### src/logic/pcd_pkg.sv
// constants and types for the pulse-count dimming controller
package pcd_pkg;
    localparam int unsigned CLK_MHZ         = 200;
    localparam int unsigned PROG_LOW_MIN_NS = 200;
    localparam int unsigned PROG_HIGH_MIN_NS = 200;
    localparam int unsigned PROG_LOW_MAX_US = 100;
    localparam int unsigned SHUTDOWN_LOW_US = 1500;
    localparam int unsigned PUMP_STEP_US    = 120;
    localparam int unsigned PROG_LOW_MIN_CYC  = (PROG_LOW_MIN_NS * CLK_MHZ + 999) / 1000;
    localparam int unsigned PROG_HIGH_MIN_CYC = (PROG_HIGH_MIN_NS * CLK_MHZ + 999) / 1000;
    localparam int unsigned PROG_LOW_MAX_CYC  = PROG_LOW_MAX_US * CLK_MHZ;
    localparam int unsigned SHUTDOWN_LOW_CYC  = SHUTDOWN_LOW_US * CLK_MHZ;
    localparam int unsigned PUMP_STEP_CYC     = PUMP_STEP_US * CLK_MHZ;
    localparam int unsigned CNT_W   = 20;
    localparam int unsigned LEVELS  = 31;
    localparam logic [4:0]  LEVEL_ZERO  = 5'h1F;
    localparam logic [4:0]  COUNT_RESET = 5'h00;
    localparam logic [1:0]  PUMP_1X    = 2'h0;
    localparam logic [1:0]  PUMP_1P33X = 2'h1;
    localparam logic [1:0]  PUMP_1P5X  = 2'h2;
    localparam logic [1:0]  PUMP_2X    = 2'h3;

    typedef enum logic [2:0] {
        PCD_OFF     = 3'h1,
        PCD_ON      = 3'h2,
        PCD_THERMAL = 3'h4
    } pcd_mode_t;
endpackage

### src/logic/pcd_sync.sv
// two-flop synchroniser for asynchronous pin levels
module pcd_sync #(
    parameter int unsigned W = 1
) (
    input  wire logic         clk,
    input  wire logic         rstn,
    input  wire logic [W-1:0] d,
    output logic      [W-1:0] q
);
    typedef struct packed {
        logic [W-1:0] s1;
        logic [W-1:0] s2;
    } pcd_sync_st_t;

    pcd_sync_st_t st;
    pcd_sync_st_t next_st;

    always_comb begin
        next_st    = st;
        next_st.s1 = d;
        next_st.s2 = st.s1;
        if (!rstn) begin
            next_st = '0;
        end
    end

    always_ff @(posedge clk) begin
        st <= next_st;
    end

    assign q = st.s2;
endmodule

### src/logic/pcd_dimming_ctrl.sv
// enable, pulse-count dimming, pump-mode and protection control
// Overview of operation
// [RL1] each valid rising edge lowers current one step
// [RL2] count wraps: 31 gives zero, 32 full
// [RL3] current code is 31 minus pulse count
// [RL4] count accumulates pulses since enable
// [RL5] host keeps phases 200 ns, low under 100 us
// [RL6] too-short low phases are filtered out
// [RL7] overlong low phase registers no step
// [RL8] low for 1.5 ms forces shutdown
// [RL9] host may burst pulses to reach zero
// [RL10] open channels excluded from regulation and pump
// [RL11] all channels open selects unity pump
// [RL12] overvoltage resets pump mode selection
// [RL13] overtemperature shuts down until flag clears
// [RL14] first high after shutdown enables full scale
// [RL15] regulation loss steps pump up after 120 us
// [RL16] shutdown turns all channels off, high-z
// [RL17] leaving the 1.5 ms shutdown clears the pulse count; thermal shutdown keeps it
module pcd_dimming_ctrl (
    input  wire logic       clk,
    input  wire logic       rstn,
    input  wire logic       enable_dim_input,
    input  wire logic [2:0] led_open,
    input  wire logic [2:0] led_low_headroom,
    input  wire logic       pump_output_overvoltage,
    input  wire logic       over_temperature,
    output logic            device_enabled,
    output logic [4:0]      current_code,
    output logic [4:0]      pulse_count,
    output logic [1:0]      pump_mode,
    output logic [2:0]      led_channel_enable,
    output logic [2:0]      led_channel_hiz
);
    typedef struct packed {
        pcd_pkg::pcd_mode_t         mode;
        logic                       pin_d;
        logic [pcd_pkg::CNT_W-1:0]  low_cnt;
        logic [pcd_pkg::CNT_W-1:0]  high_cnt;
        logic                       low_valid;
        logic                       low_long;
        logic [4:0]                 count;
        logic [1:0]                 pump;
        logic [pcd_pkg::CNT_W-1:0]  pump_cnt;
        logic [4:0]                 code;
        logic [2:0]                 ch_en;
    } pcd_st_t;

    pcd_st_t    st;
    pcd_st_t    next_st;
    logic [8:0] sync_out;
    logic       pin;
    logic [2:0] open_s;
    logic [2:0] headroom_s;
    logic       ovp_s;
    logic       otp_s;
    logic       over_temperature_s;

    // all pins are asynchronous to clk, so every one is synchronised
    pcd_sync #(
        .W (9)
    ) u_sync (
        .clk  (clk),
        .rstn (rstn),
        .d    ({enable_dim_input, led_open, led_low_headroom,
                pump_output_overvoltage, over_temperature}),
        .q    (sync_out)
    );

    assign pin                = sync_out[8];
    assign open_s             = sync_out[7:5];
    assign headroom_s         = sync_out[4:2];
    assign ovp_s              = sync_out[1];
    assign otp_s              = sync_out[0];
    // one synchroniser for all pins keeps their latencies equal
    assign over_temperature_s = otp_s;

    function automatic logic [pcd_pkg::CNT_W-1:0] sat_inc(
        input logic [pcd_pkg::CNT_W-1:0] v
    );
        return (&v) ? v : v + 1'b1;
    endfunction

    always_comb begin
        next_st          = st;
        next_st.pin_d    = pin;
        next_st.code     = 5'(pcd_pkg::LEVELS) - st.count; // [RL3]
        next_st.ch_en    = 3'h0;
        unique case (st.mode)
            pcd_pkg::PCD_OFF: begin
                next_st.count    = pcd_pkg::COUNT_RESET; // [RL17]
                next_st.pump     = pcd_pkg::PUMP_1X;
                next_st.pump_cnt = '0;
                next_st.code     = 5'h00;
                if (pin && !over_temperature_s) begin
                    next_st.mode      = pcd_pkg::PCD_ON; // [RL14]
                    next_st.high_cnt  = '0;
                    next_st.low_valid = 1'b0;
                end
            end
            pcd_pkg::PCD_ON: begin
                next_st.ch_en = ~open_s; // [RL10]
                if (pin) begin
                    next_st.low_cnt  = '0;
                    next_st.high_cnt = sat_inc(st.high_cnt);
                    // low phase judged at the rising edge
                    if (!st.pin_d) begin
                        next_st.high_cnt = '0;
                        // too short filtered, too long ignored
                        if (st.low_valid && !st.low_long) begin // [RL6] [RL7]
                            next_st.count = st.count + 5'h01; // [RL1] [RL2] [RL4]
                        end
                    end
                end else begin
                    next_st.low_cnt = sat_inc(st.low_cnt);
                    if (st.pin_d) begin
                        // the first low cycle counts, so exactly 200 ns is accepted
                        next_st.low_cnt   = pcd_pkg::CNT_W'(1);
                        // a high phase under the minimum discards the pulse
                        next_st.low_valid = 1'b0;
                        next_st.low_long  = st.high_cnt < pcd_pkg::CNT_W'(
                                            pcd_pkg::PROG_HIGH_MIN_CYC - 1);
                    end
                    if (st.low_cnt >= pcd_pkg::CNT_W'(pcd_pkg::PROG_LOW_MIN_CYC - 1)) begin
                        next_st.low_valid = 1'b1;
                    end
                    if (st.low_cnt >= pcd_pkg::CNT_W'(pcd_pkg::PROG_LOW_MAX_CYC)) begin
                        next_st.low_long = 1'b1;
                    end
                    if (st.low_cnt >= pcd_pkg::CNT_W'(pcd_pkg::SHUTDOWN_LOW_CYC - 1)) begin
                        next_st.mode = pcd_pkg::PCD_OFF; // [RL8]
                    end
                end
                if (st.count == 5'(pcd_pkg::LEVELS) && pin && !st.pin_d
                        && st.low_valid && !st.low_long) begin
                    next_st.count = pcd_pkg::COUNT_RESET; // [RL2]
                end
                // pump selection over connected channels only
                if (&open_s) begin
                    next_st.pump     = pcd_pkg::PUMP_1X; // [RL11]
                    next_st.pump_cnt = '0;
                end else if (|(headroom_s & ~open_s)) begin // [RL10]
                    if (st.pump != pcd_pkg::PUMP_2X) begin
                        next_st.pump_cnt = sat_inc(st.pump_cnt);
                        if (st.pump_cnt >= pcd_pkg::CNT_W'(pcd_pkg::PUMP_STEP_CYC - 1)) begin
                            next_st.pump     = st.pump + 2'h1; // [RL15]
                            next_st.pump_cnt = '0;
                        end
                    end
                end else begin
                    next_st.pump_cnt = '0;
                end
                if (ovp_s) begin
                    next_st.pump     = pcd_pkg::PUMP_1X; // [RL12]
                    next_st.pump_cnt = '0;
                end
                if (over_temperature_s) begin
                    next_st.mode = pcd_pkg::PCD_THERMAL; // [RL13]
                end
                if (next_st.mode != pcd_pkg::PCD_ON) begin
                    next_st.ch_en = 3'h0; // [RL16]
                    next_st.code  = 5'h00;
                end
            end
            pcd_pkg::PCD_THERMAL: begin
                next_st.pump     = pcd_pkg::PUMP_1X;
                next_st.pump_cnt = '0;
                next_st.code     = 5'h00; // [RL16]
                // hysteresis lives in the sensor; its flag falls 20 degrees lower
                if (!over_temperature_s) begin
                    next_st.mode = pcd_pkg::PCD_ON; // [RL13]
                end
                if (st.low_cnt >= pcd_pkg::CNT_W'(pcd_pkg::SHUTDOWN_LOW_CYC - 1)) begin
                    next_st.mode = pcd_pkg::PCD_OFF; // [RL8]
                end
                next_st.low_cnt = pin ? '0 : sat_inc(st.low_cnt);
            end
            default: begin
                next_st.mode = pcd_pkg::PCD_OFF;
            end
        endcase
        if (!rstn) begin
            next_st      = '0;
            next_st.mode = pcd_pkg::PCD_OFF;
        end
    end

    always_ff @(posedge clk) begin
        st <= next_st;
    end

    assign device_enabled     = (st.mode == pcd_pkg::PCD_ON);
    assign current_code       = st.code;
    assign pulse_count        = st.count;
    assign pump_mode          = st.pump;
    assign led_channel_enable = st.ch_en;
    assign led_channel_hiz    = ~st.ch_en;
endmodule

### config.mk
export PLATFORM = sky130hd
export DESIGN_NAME = pcd_dimming_ctrl
export DESIGN_NICKNAME = d
export VERILOG_FILES = /design/src/logic/pcd_pkg.sv /design/src/logic/pcd_sync.sv /design/src/logic/pcd_dimming_ctrl.sv
export SDC_FILE = /design/constraint.sdc
export NUM_CORES = 1
export LEC_CHECK = 0
export BUFFER_PORTS_ARGS = -buffer_cell sky130_fd_sc_hd__buf_2
export CORE_MARGIN = 2
export CORE_UTILIZATION = 52
export CTS_CLUSTER_DIAMETER = 120
export CTS_CLUSTER_SIZE = 40
export DETAILED_ROUTE_END_ITERATION = 8
export PLACE_DENSITY = 0.73
export RECOVER_POWER = 100
export REMOVE_ABC_BUFFERS = 1
export SYNTH_ARGS = -nofsm -noshare
export SYNTH_HDL_FRONTEND = slang
export SYNTH_SLANG_ARGS = --single-unit
### constraint.sdc
create_clock -name clk -period 5.5 [get_ports clk]
set_input_delay 0 -clock clk [delete_from_list [all_inputs] [get_ports clk]]
set_output_delay 0 -clock clk [all_outputs]
set_load 0.005 [all_outputs]
==> results.ini <==
[outcome]
run_status=finished with violations
failed_checks=capacitance limit, slew limit

[timing]
setup_viol_count_final=0
finalCritPeriodShare=0.567
worst_clock_skew_ps=15.0
fin_worst_hold_slack_ps=365
slew_violations=19
tightestPinTransition_ps=1990
max_freq_mhz=321
grt_setup_unrepaired=false
final-hold-violation-count=0
final.min_clock_period_ps=3120
setup_tns_ps=0
slew_headroom=-0.338

[clock_tree]
clkTransAtPathRegs_ps=100
root_buffer=sky130_fd_sc_hd__clkbuf_8
clock_insertion_delay_worst_skew_ps=370
cts-resized-gates=0
cts_hold_buffers=9
maximum_clock_insertion_buffer_count=2
numCtsBuffers=9
h_tree_levels=3
cts.sink_count=99
cts_post_setup_buffers_inserted=0
cts_tree=built

[critical_path]
worst-setup-path-type=reg -> reg
crit_path_max_fanout=24
endpoint_class_of_the_critical_path=register
kind_of_start_point_of_the_critical_path=register
worst-endpoint-required_ps=5730
worst_endpoint_data_arrival_time_ps=3350

[synthesis]
synth_enable_flop_cells=0
async_set_or_reset_register_ratio_after_synthesis=0
synth_area_sq_um=5040
ys_dominant_reg_cell=sky130_fd_sc_hd__dfxtp_1
synth.area.top_cells=sky130_fd_sc_hd__dfxtp_1, sky130_fd_sc_hd__a21oi_1, sky130_fd_sc_hd__nand2_1, sky130_fd_sc_hd__nand3_1, sky130_fd_sc_hd__o21ai_0
avgSynthCellArea_sq_um=8.24
synth.largest_area_cell=sky130_fd_sc_hd__dfxtp_1
netlist.area_leader.share=0.394
post_synth_cell_types=70
synth.ff_latch_count=99
synth.yosys.seq_area_share=0.394
yosysMostFrequentCell=sky130_fd_sc_hd__dfxtp_1
commonest_cells_post_synth=sky130_fd_sc_hd__dfxtp_1, sky130_fd_sc_hd__nand2_1, sky130_fd_sc_hd__a21oi_1
ys_warn_count=0
netlist_instances=611

[run]
maxCapViolCount=1

[floorplanning]
design.die.area_sq_um=10500
std_cell_rows=35
floorplan.initialDensity=0.540
dieHeight_um=102
coreArea_sq_um=9330
io-pin-count=30
die-width_um=102

[power_and_ir_drop]
total_leakage_power_uw=0.00181
power.total_uw=1280
vdd.ir_drop.worst_v=0.000131
power.density_cell_area_nw_per_um2=238

[place]
gp_congestion=0.895
numPortBuffers=29
detailed_place_hpwl_um=7720
placement.cell_area_sq_um=5140

[routing]
avgViaCountPerCell=6.02
drcViolationCount=0
via_count=4548
dr.first_iter.drc_count=360
detailedRoute.firstPassIterationCount=7
antenna_left=0
routed_wirelength_um=11300
routed_wirelength_normalized_by_instance_count_um=15.0

[layout]
layout-drive-gt1-share=0.0829
final_nets=640
layout.filler_cells=858
fin_area_sq_um=5380
area_delta_synth_final_pct=6.83
antenna_cells_inserted=0

[grt]
first_global_vias=4240
grt_usage=0.228
grt_max_degree=44
number_of_antenna_violations_at_the_first_check_in_global_routing=0
grt_first_pass_wirelength_um=19300
grt-ovfl-total=0

[min_path]
hold_path.class=in -> reg

[through the flow]
| step | setup WS (ps) | utilization | cells |
|---|---|---|---|
| 2_1_floorplan | 2300 | - | 571 |
| 6_report | 2380 | 0.577 | 756 |
| 3_5_place_dp | 2940 | 0.552 | 731 |
| 4_1_cts | 2940 | 0.583 | 756 |
| 3_3_place_gp | 3100 | 0.552 | 731 |
| 5_1_grt | 2000 | 0.577 | 756 |
[flip-flops by register name (all words and copies together), names as in the netlist]
signal,cells
pulse_count,5
led_channel_enable,3
u_sync.q,9
st,66
pump_mode,2
u_sync.st,9
current_code,5
[worst max-delay path: stages (launching register included)]
cell and delay, ps:
sky130_fd_sc_hd__dfxtp_1 540, sky130_fd_sc_hd__or3b_1 470, sky130_fd_sc_hd__nor3_1 440, sky130_fd_sc_hd__a31o_1 730, sky130_fd_sc_hd__nand3b_1 600, sky130_fd_sc_hd__o211ai_1 200
[routing by layer]
layer  up-vias  share of wire  track usage
met4         0          0.020       0.0851
li1       2266              -            -
met3        24          0.050       0.0431
met2       137           0.47        0.377
met1      2121           0.46        0.298
met5         -              0            0
[cell usage in the layout, fill, tap and decap left out, types with 17 or more instances in the layout]
cell type and count:
sky130_fd_sc_hd__and2_1 17, sky130_fd_sc_hd__or3_1 26, sky130_fd_sc_hd__o21ai_0 36, sky130_fd_sc_hd__inv_1 17, sky130_fd_sc_hd__a21oi_1 43, sky130_fd_sc_hd__nand3_1 35, sky130_fd_sc_hd__nor2_1 41, sky130_fd_sc_hd__nand4_1 17
sky130_fd_sc_hd__dfxtp_1 99, sky130_fd_sc_hd__nand2_1 56
[area by class of cell]
class	count	area, sq um	area share
sequential	99	1980	0.368
inverter	17	63.8	0.0119
multi-input combinational	455	2740	0.509
tap	129	161	0.0300
timing repair buffer	40	229	0.0426
clock inverter	7	81.3	0.0151
clock buffer	9	124	0.0230
[logic make-up after synthesis]
group	count (synthesis)	share of synthesized area
compound gates	156	0.205
xor+xnor	3	0.00522
fa+ha+maj	7	0.0174
buf+inv	57	0.0561
flops	99	0.394
mux	2	0.00398
simple gates	287	0.319
[path summary, 6_finish.rpt]
kind | start | endpoint | slack, ps | cells after the start
worst max register to register | st[79]$_SDFFE_PN0P_ | st[18]$_SDFFE_PN0P_ | 2380 | 5
worst min-delay path | led_open[2] | u_sync.st[16]$_SDFF_PN0_ | 370 | 3
worst max-delay path | st[79]$_SDFFE_PN0P_ | st[18]$_SDFFE_PN0P_ | 2380 | 5
worst min register to register | u_sync.st[9]$_SDFF_PN0_ | u_sync.q[0]$_SDFF_PN0_ | 440 | 1
[power breakdown]
part           total (uW)  internal [uW]  switching [uW]  leakage, uW
clock network         489            218             271     0.000106
registers             733            726            6.90     0.000802
logic                58.8           23.1            35.7     0.000897
total                1280            967             314      0.00181
Power figures use the tool's default switching activity.
